[src/include/dtf_params.svh]
`ifndef DTF_PARAMS_SVH
`define DTF_PARAMS_SVH

// Byte indices of the registers; APB byte address is four times the index
`define DTF_IDX_CTRL      4'h0
`define DTF_IDX_RSVD1     4'h1
`define DTF_IDX_MASK      4'h2
`define DTF_IDX_FDET_CTL  4'h3
`define DTF_IDX_STATUS    4'h4
`define DTF_IDX_RSVD5     4'h5
`define DTF_IDX_BOTH_DT   4'h6
`define DTF_IDX_BOTH_BUF  4'h7
`define DTF_IDX_LO_DT     4'h8
`define DTF_IDX_HI_DT     4'h9
`define DTF_IDX_LO_BUF    4'hA
`define DTF_IDX_HI_BUF    4'hB
`define DTF_IDX_OVEN      4'hC
`define DTF_IDX_LAST      4'hC

// Status fields
`define DTF_ST_FAULT      2
`define DTF_ST_HSV        1
`define DTF_ST_LSV        0

// Control fields
`define DTF_CTRL_MASK     8'h3F
`define DTF_FDET_CTL_MASK 8'h17
`define DTF_FD_MODE       2
`define DTF_FD_IGN_BRK    4
`define DTF_FD_ACT_HI     1
`define DTF_FD_ACT_LO     0
`define DTF_CTRL_PAT      5
`define DTF_CTRL_COM      4
`define DTF_CH_EN_LO      0
`define DTF_CH_EN_HI      3

// Fault action codes
`define DTF_ACT_NONE      2'b00
`define DTF_ACT_CLEARDIR  2'b11

`define DTF_ZERO8         8'h00
`define DTF_ZERO32        32'h0000_0000

`endif

[src/include/dtf_pkg.sv]
package dtf_pkg;

	typedef struct packed {
		logic [31:0] paddr;
		logic        psel;
		logic        penable;
		logic        pwrite;
		logic [31:0] pwdata;
		logic [3:0]  pstrb;
	} dtf_apb_req_s;

	typedef struct packed {
		logic [31:0] prdata;
		logic        pready;
		logic        pslverr;
	} dtf_apb_rsp_s;

	typedef enum logic [1:0] {
		DTF_NORMAL   = 2'b00,
		DTF_FAULT    = 2'b01,
		DTF_WAIT_UPD = 2'b11
	} dtf_fault_e;

	typedef struct packed {
		logic [7:0] ctrl;
		logic [7:0] mask;
		logic [7:0] fdet_ctl;
		logic       fault_flag;
		logic       lsv;
		logic       hsv;
		logic [7:0] lo_dt;
		logic [7:0] hi_dt;
		logic [7:0] lo_dt_buf;
		logic [7:0] hi_dt_buf;
		logic [7:0] oven;
	} dtf_regs_s;

endpackage : dtf_pkg
[src/core/dtf_apb_slave.sv]
`timescale 1ns/1ps
`include "dtf_params.svh"

// Zero-wait APB slave front end: decodes a byte index and qualifies strobes
module dtf_apb_slave (
	input  wire logic                  clock,
	input  wire logic                  rst,
	input  wire dtf_pkg::dtf_apb_req_s req,
	input  wire logic [7:0]            rd_byte,
	output logic                       wr_stb,
	output logic                       rd_stb,
	output logic [3:0]                 idx,
	output logic [7:0]                 wr_byte,
	output dtf_pkg::dtf_apb_rsp_s      rsp
);
	import dtf_pkg::*;

	logic unmapped;
	logic access;

	assign idx      = req.paddr[5:2];
	assign unmapped = (req.paddr[31:6] != 26'h000_0000) || (req.paddr[1:0] != 2'b00) || (idx > `DTF_IDX_LAST);
	assign access   = req.psel && req.penable;
	assign wr_stb   = access && req.pwrite && req.pstrb[0] && !unmapped;
	assign rd_stb   = access && !req.pwrite && !unmapped;
	assign wr_byte  = req.pwdata[7:0];

	always_comb begin
		rsp.pready  = 1'b1;
		rsp.pslverr = access && unmapped;
		rsp.prdata  = rd_stb ? {24'h00_0000, rd_byte} : `DTF_ZERO32;
	end

	logic unused_ok;
	assign unused_ok = rst ^ clock ^ (^req.pstrb[3:1]);

endmodule : dtf_apb_slave

[src/core/dtf_dir_ctrl.sv]
`timescale 1ns/1ps
`include "dtf_params.svh"

// Fault state machine with pin direction save and restore
module dtf_dir_ctrl (
	input  wire logic       clock,
	input  wire logic       rst,
	input  wire logic       fault_hit,
	input  wire logic       fault_cond,
	input  wire logic       fault_flag,
	input  wire logic       restart_mode,
	input  wire logic [1:0] action,
	input  wire logic [7:0] chan_pin_mask,
	input  wire logic       update,
	input  wire logic [7:0] port_dir_in,
	output logic [7:0]      dir_out,
	output logic            fault_active
);
	import dtf_pkg::*;

	typedef struct packed {
		dtf_fault_e st;
		logic [7:0] saved;
		logic [7:0] dir;
	} dtf_dir_s;

	dtf_dir_s cur_ff, nxt_cur;
	logic     released;

	always_comb begin
		nxt_cur  = cur_ff;
		released = restart_mode ? !fault_cond : (!fault_cond && !fault_flag); // [RL16]
		case (cur_ff.st)
			DTF_NORMAL: begin
				nxt_cur.dir = port_dir_in;
				if (fault_hit && action == `DTF_ACT_CLEARDIR) begin
					nxt_cur.st    = DTF_FAULT;
					nxt_cur.saved = port_dir_in;
					nxt_cur.dir   = port_dir_in & ~chan_pin_mask; // [RL17]
				end
			end
			DTF_FAULT: begin
				nxt_cur.dir = (port_dir_in & ~chan_pin_mask);
				if (released)
					nxt_cur.st = DTF_WAIT_UPD;
			end
			DTF_WAIT_UPD: begin
				nxt_cur.dir = (port_dir_in & ~chan_pin_mask);
				if (fault_hit)
					nxt_cur.st = DTF_FAULT;
				else if (update) begin // [RL16]
					nxt_cur.st  = DTF_NORMAL;
					nxt_cur.dir = (port_dir_in & ~chan_pin_mask) | (cur_ff.saved & chan_pin_mask); // [RL18]
				end
			end
			default: nxt_cur.st = DTF_NORMAL;
		endcase
	end

	always_ff @(posedge clock) begin
		if (rst)
			cur_ff <= '{st: DTF_NORMAL, saved: `DTF_ZERO8, dir: `DTF_ZERO8};
		else
			cur_ff <= nxt_cur;
	end

	assign dir_out      = cur_ff.dir;
	assign fault_active = (cur_ff.st != DTF_NORMAL);

endmodule : dtf_dir_ctrl

[src/core/dtf_reg_bank.sv]
`timescale 1ns/1ps
`include "dtf_params.svh"

// Functional notes
// RL1: Masked fault event sets fault detect flag
// RL2: Write one clears flag; zero keeps it
// RL3: Valid buffer copies to active at UPDATE
// RL4: No valid flag means no transfer
// RL5: Lock update flag blocks buffer transfer
// RL6: Both-sides alias writes both active registers
// RL7: Both-buffers alias writes both buffers
// RL8: Low-side value is dead-time cycle count
// RL9: High-side value is dead-time cycle count
// RL10: Low-side buffer moves in at UPDATE
// RL11: High-side buffer moves in at UPDATE
// RL12: Override writes blocked while flag set
// RL13: Override bit maps one-to-one to pin
// RL14: Override replaces output value, never direction
// RL15: Software writes zero to reserved status bits
// RL16: Restart mode picks latched or cycle recovery
// RL17: Action 11 tri-states enabled channel pins
// RL18: Leaving fault restores saved direction bits
// RL19: Buffer write sets valid; transfer clears it
// RL20: Reset to zero; reserved offsets read zero
module dtf_reg_bank (
	input  wire logic                  clock,
	input  wire logic                  rst,
	input  wire dtf_pkg::dtf_apb_req_s apb_req,
	output dtf_pkg::dtf_apb_rsp_s      apb_rsp,
	input  wire logic [7:0]            event_chan,
	input  wire logic                  update,
	input  wire logic                  lock_update_flag,
	input  wire logic                  debug_break,
	input  wire logic [7:0]            port_out_in,
	input  wire logic [7:0]            port_dir_in,
	input  wire logic [7:0]            waveform_in,
	output logic [7:0]                 pin_out,
	output logic [7:0]                 pin_dir,
	output logic [7:0]                 low_side_dead_time,
	output logic [7:0]                 high_side_dead_time,
	output logic                       pattern_generation_mode,
	output logic                       common_waveform_channel_mode,
	output logic                       fault_active
);
	import dtf_pkg::*;

	// Each pair of pins belongs to one dead-time channel
	function automatic logic [7:0] chan_pins(input logic [3:0] en);
		logic [7:0] p;
		p = `DTF_ZERO8;
		for (int i = 0; i < 4; i++)
			p[2*i +: 2] = {2{en[i]}};
		return p;
	endfunction : chan_pins

	function automatic logic is_idx(input logic [3:0] a, input logic [3:0] b);
		return a == b;
	endfunction : is_idx

	dtf_regs_s  regs_ff, nxt_regs;
	logic       wr_stb;
	logic       rd_stb;
	logic [3:0] idx;
	logic [7:0] wr_byte;
	logic [7:0] rd_byte;
	logic       fault_hit;
	logic       fault_cond;
	logic       xfer_ok;
	logic [7:0] chan_pin_mask;
	logic [1:0] action;
	logic       brk_fault;

	dtf_apb_slave u_apb (
		.clock   (clock),
		.rst     (rst),
		.req     (apb_req),
		.rd_byte (rd_byte),
		.wr_stb  (wr_stb),
		.rd_stb  (rd_stb),
		.idx     (idx),
		.wr_byte (wr_byte),
		.rsp     (apb_rsp)
	);

	assign action     = regs_ff.fdet_ctl[`DTF_FD_ACT_HI:`DTF_FD_ACT_LO];
	assign brk_fault  = debug_break && !regs_ff.fdet_ctl[`DTF_FD_IGN_BRK];
	// Events are ORed after masking; protection off when action is NONE
	assign fault_cond = (|(event_chan & regs_ff.mask)) || brk_fault;
	assign fault_hit  = fault_cond && (action != `DTF_ACT_NONE);
	assign xfer_ok    = update && !lock_update_flag; // [RL5]
	assign chan_pin_mask = chan_pins(regs_ff.ctrl[`DTF_CH_EN_HI:`DTF_CH_EN_LO]);

	// Register read mux: reserved offsets and bits return zero
	always_comb begin
		rd_byte = `DTF_ZERO8; // [RL20]
		if (is_idx(idx, `DTF_IDX_CTRL))
			rd_byte = regs_ff.ctrl;
		else if (is_idx(idx, `DTF_IDX_MASK))
			rd_byte = regs_ff.mask;
		else if (is_idx(idx, `DTF_IDX_FDET_CTL))
			rd_byte = regs_ff.fdet_ctl;
		else if (is_idx(idx, `DTF_IDX_STATUS))
			rd_byte = {5'b0_0000, regs_ff.fault_flag, regs_ff.hsv, regs_ff.lsv}; // [RL15]
		else if (is_idx(idx, `DTF_IDX_BOTH_DT) || is_idx(idx, `DTF_IDX_LO_DT))
			rd_byte = regs_ff.lo_dt;
		else if (is_idx(idx, `DTF_IDX_BOTH_BUF) || is_idx(idx, `DTF_IDX_LO_BUF))
			rd_byte = regs_ff.lo_dt_buf;
		else if (is_idx(idx, `DTF_IDX_HI_DT))
			rd_byte = regs_ff.hi_dt;
		else if (is_idx(idx, `DTF_IDX_HI_BUF))
			rd_byte = regs_ff.hi_dt_buf;
		else if (is_idx(idx, `DTF_IDX_OVEN))
			rd_byte = regs_ff.oven;
	end

	always_comb begin
		nxt_regs = regs_ff;

		// Buffered transfer first, so a same-cycle bus write takes priority after it
		if (xfer_ok && regs_ff.lsv) begin // [RL3] [RL4] [RL10]
			nxt_regs.lo_dt = regs_ff.lo_dt_buf;
			nxt_regs.lsv   = 1'b0; // [RL19]
		end
		if (xfer_ok && regs_ff.hsv) begin // [RL3] [RL4] [RL11]
			nxt_regs.hi_dt = regs_ff.hi_dt_buf;
			nxt_regs.hsv   = 1'b0; // [RL19]
		end

		if (wr_stb) begin
			if (is_idx(idx, `DTF_IDX_CTRL))
				nxt_regs.ctrl = wr_byte & `DTF_CTRL_MASK;
			else if (is_idx(idx, `DTF_IDX_MASK))
				nxt_regs.mask = wr_byte;
			else if (is_idx(idx, `DTF_IDX_FDET_CTL))
				nxt_regs.fdet_ctl = wr_byte & `DTF_FDET_CTL_MASK;
			else if (is_idx(idx, `DTF_IDX_STATUS)) begin
				if (wr_byte[`DTF_ST_FAULT])
					nxt_regs.fault_flag = 1'b0; // [RL2]
				if (wr_byte[`DTF_ST_LSV])
					nxt_regs.lsv = 1'b0;
				if (wr_byte[`DTF_ST_HSV])
					nxt_regs.hsv = 1'b0;
			end else if (is_idx(idx, `DTF_IDX_BOTH_DT)) begin
				nxt_regs.lo_dt = wr_byte; // [RL6]
				nxt_regs.hi_dt = wr_byte; // [RL6]
			end else if (is_idx(idx, `DTF_IDX_BOTH_BUF)) begin
				nxt_regs.lo_dt_buf = wr_byte; // [RL7]
				nxt_regs.hi_dt_buf = wr_byte; // [RL7]
				nxt_regs.lsv       = 1'b1; // [RL19]
				nxt_regs.hsv       = 1'b1; // [RL19]
			end else if (is_idx(idx, `DTF_IDX_LO_DT))
				nxt_regs.lo_dt = wr_byte;
			else if (is_idx(idx, `DTF_IDX_HI_DT))
				nxt_regs.hi_dt = wr_byte;
			else if (is_idx(idx, `DTF_IDX_LO_BUF)) begin
				nxt_regs.lo_dt_buf = wr_byte;
				nxt_regs.lsv       = 1'b1; // [RL19]
			end else if (is_idx(idx, `DTF_IDX_HI_BUF)) begin
				nxt_regs.hi_dt_buf = wr_byte;
				nxt_regs.hsv       = 1'b1; // [RL19]
			end else if (is_idx(idx, `DTF_IDX_OVEN) && !regs_ff.fault_flag)
				nxt_regs.oven = wr_byte; // [RL12]
		end

		// Set wins over a clear in the same cycle
		if (fault_cond)
			nxt_regs.fault_flag = 1'b1; // [RL1]
	end

	always_ff @(posedge clock) begin
		if (rst)
			regs_ff <= '0; // [RL20]
		else
			regs_ff <= nxt_regs;
	end

	dtf_dir_ctrl u_dir (
		.clock        (clock),
		.rst          (rst),
		.fault_hit    (fault_hit),
		.fault_cond   (fault_cond),
		.fault_flag   (regs_ff.fault_flag),
		.restart_mode (regs_ff.fdet_ctl[`DTF_FD_MODE]),
		.action       (action),
		.chan_pin_mask (chan_pin_mask),
		.update       (update),
		.port_dir_in  (port_dir_in),
		.dir_out      (pin_dir), // [RL14]
		.fault_active (fault_active)
	);

	// Output value per pin: override selects the waveform bit at the same position
	logic [7:0] nxt_pin_out;
	logic [7:0] pin_out_ff;

	genvar g;
	generate
		for (g = 0; g < 8; g++) begin : g_ovr
			assign nxt_pin_out[g] = regs_ff.oven[g] ? waveform_in[g] : port_out_in[g]; // [RL13] [RL14]
		end
	endgenerate

	always_ff @(posedge clock) begin
		if (rst)
			pin_out_ff <= `DTF_ZERO8;
		else
			pin_out_ff <= nxt_pin_out;
	end

	assign pin_out                      = pin_out_ff;
	assign low_side_dead_time           = regs_ff.lo_dt; // [RL8]
	assign high_side_dead_time          = regs_ff.hi_dt; // [RL9]
	assign pattern_generation_mode      = regs_ff.ctrl[`DTF_CTRL_PAT];
	assign common_waveform_channel_mode = regs_ff.ctrl[`DTF_CTRL_COM];

	logic unused_ok;
	assign unused_ok = rd_stb;

endmodule : dtf_reg_bank

[config.mk]
export PLATFORM = sky130hd
export DESIGN_NAME = dtf_reg_bank
export DESIGN_NICKNAME = d
export VERILOG_FILES = /design/src/include/dtf_pkg.sv /design/src/core/dtf_apb_slave.sv /design/src/core/dtf_dir_ctrl.sv /design/src/core/dtf_reg_bank.sv
export VERILOG_INCLUDE_DIRS = /design/src /design/src/include
export SDC_FILE = /design/constraint.sdc
export NUM_CORES = 1
export LEC_CHECK = 0
export BUFFER_PORTS_ARGS = -buffer_cell sky130_fd_sc_hd__buf_2
export CAP_MARGIN = 25
export CORE_MARGIN = 3
export CORE_UTILIZATION = 34
export DETAILED_ROUTE_END_ITERATION = 7
export RECOVER_POWER = 50
export SLEW_MARGIN = 5
export SYNTH_ARGS = -nofsm -noshare
export SYNTH_HDL_FRONTEND = slang
export SYNTH_SLANG_ARGS = --single-unit
export TNS_END_PERCENT = 100
[constraint.sdc]
create_clock -name clock -period 1.7 [get_ports clock]
set_input_delay 0 -clock clock [delete_from_list [all_inputs] [get_ports clock]]
set_output_delay 0 -clock clock [all_outputs]
set_load 0.03 [all_outputs]
==> results.json <==
{
  "outcome": "finished with violations",
  "violations": "setup timing",
  "utilization_pct": 49.63,
  "grt.met1_usage_pct": 29.43,
  "finalWirelength_um": 18490,
  "wl_per_cell_um": 18.60,
  "hp-class": "in2reg",
  "drc_errors": 0,
  "finalWorstSetupSlack_ns": -0.2441,
  "power.density_nw_per_um2": 670.7,
  "vdd_ir_drop_max_v": 0.0004809,
  "reg2reg_depth": 7,
  "multi_input_area_um2": 3171,
  "nets": 913,
  "min_period_ns": 1.944,
  "crit_buf_inv": 2,
  "reg2reg_slack_ns": 0.07,
  "antenna_cells": 0,
  "cts_tree": "yes",
  "netlist_area_um2": 5079,
  "r2r_start": "regs_ff[55]$_SDFFE_PP0P_",
  "area_delta_synth_final_pct": 42.57,
  "grt_max_degree": 58,
  "slowest_stage": "a2111oi_4",
  "grt.overflow.total": 0,
  "cts_num_sinks": 87,
  "final_common_cell": "buf_4",
  "dieArea_um2": 16440,
  "grt.busiest_layer": "met2",
  "clock_path_buffers": 2,
  "cts_max_level": 3,
  "critPathMaxStageDelay_ns": 0.39,
  "initial_utilization_pct": 34.81,
  "tightest_slew_ns": 0.6895,
  "synth.distinct_cells": 58,
  "rsz0062_at_grt": "yes",
  "worstSetupEndpointType": "output port",
  "synth_seq_cells": 87,
  "synth.top_cells.by_area": "dfxtp_1 34%, mux2i_1 11%, buf_4 7.2%",
  "slew_viol_final": 0,
  "async_reset_ff_share_pct": 0,
  "regArea_um2": 1775,
  "leakage_nw": 2.878,
  "post-place-cells": 944,
  "die_width_um": 128.2,
  "grt_antenna_before_repair": 0,
  "clock_latency_ns": 0.35,
  "yosysWarnings": 0,
  "drv_cap": 0,
  "synth_top_flop_cell": "dfxtp_1",
  "path_cells": "nand2_2, a2111oi_4, buf_4, o221ai_4, a211oi_2, buf_4",
  "critical_path_arrival_ns": 1.94,
  "hold_start": "apb_req[10]",
  "use_met2_pct": 34.69,
  "cpMostUsedCell": "buf_4",
  "finalWeightedCongestion": 1.005,
  "finalSetupViolations": 2,
  "path_clk_slew_ns": 0.07,
  "crit_family": "compound AO/OA/AOI/OAI gates",
  "hold_path_depth": 3,
  "grt_pass1_vias": 5206,
  "finalCritPeriodShare_pct": 114.4,
  "critical_path.startpoint_type": "flop",
  "timing.clock.skew_ns": 0.009484,
  "ant_nets": 0,
  "post-dp-hpwl_um": 13830,
  "io_pins": 177,
  "slew_headroom_pct": 53.68,
  "r2r-end": "u_dir.cur_ff[12]$_SDFFE_PP0P_",
  "layout_common_cells": "93 x buf_4, 85 x nor2_1, 82 x buf_2, 64 x dfxtp_1, 56 x mux2i_1",
  "finalHoldViolCount": 0,
  "finalNonFillerCells": 994,
  "yosysSeqAreaShare_pct": 34.29,
  "synth_top_area_cell": "dfxtp_1",
  "layout-drive-gt1-share_pct": 37.65,
  "crit_required_ns": 1.70,
  "synth_edf_count": 0,
  "drtIter0Drc": 302,
  "core_um2": 14590,
  "path_depth": 6,
  "whs_endpoint": "regs_ff[14]$_SDFFE_PP0P_",
  "path_max_fanout": 2,
  "dp_slack_ns": -0.3821,
  "fillerInstances": 1385,
  "grt.total_usage_pct": 21.93,
  "tns_ns": -0.4210,
  "grt_pass1_wl_um": 28070,
  "port_buffers": 124,
  "firstDrtPassIters": 5,
  "syn_area_per_cell_um2": 8.339,
  "synthCells": 609,
  "max_freq_ghz": 0.5144,
  "grt_util_met3_pct": 4.542,
  "avgViaCountPerCell": 5.382,
  "cts_root_buf": "clkbuf_16",
  "synth.top_cell.area_share_pct": 34.29,
  "die_h_um": 128.2,
  "dr_total_vias": 5350,
  "cts_made_buffers": 9,
  "rows": 44,
  "critPathKind": "reg2out"
}
-- cell families (layout without fill, tap and decap cells) --
family,Yosys count,count (layout),share of synthesized area [%]
AO/OA/AOI/OAI,115,115,16.65
buffers and inverters,102,280,11.78
flip-flops,87,87,34.29
multiplexers,67,67,13.45
other,2,25,0.1479
AND/OR/NAND/NOR,236,236,23.68
-- worst register-to-register path, delay by kind of cell (launching register included) --
family / cells / cell delay [ns]
AO/OA/AOI/OAI: 2 / 0.40
buffers and inverters: 2 / 0.36
flip-flops: 1 / 0.32
AND/OR/NAND/NOR: 2 / 0.23
multiplexers: 1 / 0.21
-- registers in the layout (all words and copies together), names as in the netlist --
register	flops
low_side_dead_time	8
u_dir.dir_out	8
regs_ff	37
action	2
common_waveform_channel_mode	1
chan_pin_mask	4
pattern_generation_mode	1
high_side_dead_time	8
u_dir.cur_ff	10
pin_out	8
-- worst max-delay path by stage --
stage / start / end / slack [ns]
finish: regs_ff[2]$_SDFFE_PP0P_ / apb_rsp[4] / -0.24
global route: regs_ff[2]$_SDFFE_PP0P_ / apb_rsp[4] / -0.30
CTS: regs_ff[2]$_SDFFE_PP0P_ / apb_rsp[4] / -0.28
detailed placement: apb_req[42] / apb_rsp[4] / -0.38
global placement: apb_req[42] / apb_rsp[4] / -0.48
floorplan: apb_req[47] / apb_rsp[3] / -0.03
-- area by class of cell --
| class | count | share of cell area, % |
|---|---|---|
| Clock inverter | 7 | 1.089 |
| Sequential cell | 87 | 24.52 |
| Inverter | 14 | 0.7258 |
| Multi-Input combinational cell | 443 | 43.79 |
| Tap cell | 184 | 3.180 |
| Timing Repair Buffer | 250 | 23.59 |
| Clock buffer | 9 | 3.110 |
-- routing by layer --
layer  vias to the layer above  part of all wire [%]
met5                         -                     0
met4                         0                   3.0
met3                        40                   7.3
met2                       223                    46
met1                      2581                    44
li1                       2506                     -
-- through the flow --
| stage | power, mW | area, um2 | hold WS (ns) |
|---|---|---|---|
| floorplan | 2.513 | 5196 | 0.1439 |
| global placement | 2.749 | 6280 | 0.2339 |
| detailed placement | 2.754 | 6280 | 0.2417 |
| CTS | 4.867 | 7000 | 0.009996 |
| global route | 5.018 | 7241 | 0.01580 |
| finish | 4.856 | 7241 | 0.01432 |
-- synth_stat cells, drive strengths merged, types with 3 or more instances --
master,count
and2,7
nor3,7
nand4,4
a2111oi,4
a211oi,3
a22oi,10
mux2,10
o21ai,15
and3,4
nand2b,6
or4,3
a311oi,18
o31ai,3
a21oi,29
inv,14
a32oi,3
o22ai,10
nor2b,7
nand2,48
nor4,14
nand3,38
dfxtp,87
mux2i,57
nor2,88
clkbuf,23
a221oi,4
buf,65
-- report_power, final --
group	internal, mW	switching [mW]
sequential	2.06	0.0114
clock	1.15	0.898
combinational	0.281	0.453
total	3.49	1.36
-- what timing repair did --
item | CTS | global route
hold endpoints to repair | 25 | 0
hold buffers | 25 | 0
pin swaps | 15 | 27
setup buffers | 3 | 5
gates cloned | 0 | 1
endpoints found under the setup margin | 8 | 54
gates resized for setup | 43 | 61
Note: power is estimated with default switching activity, not from simulation.
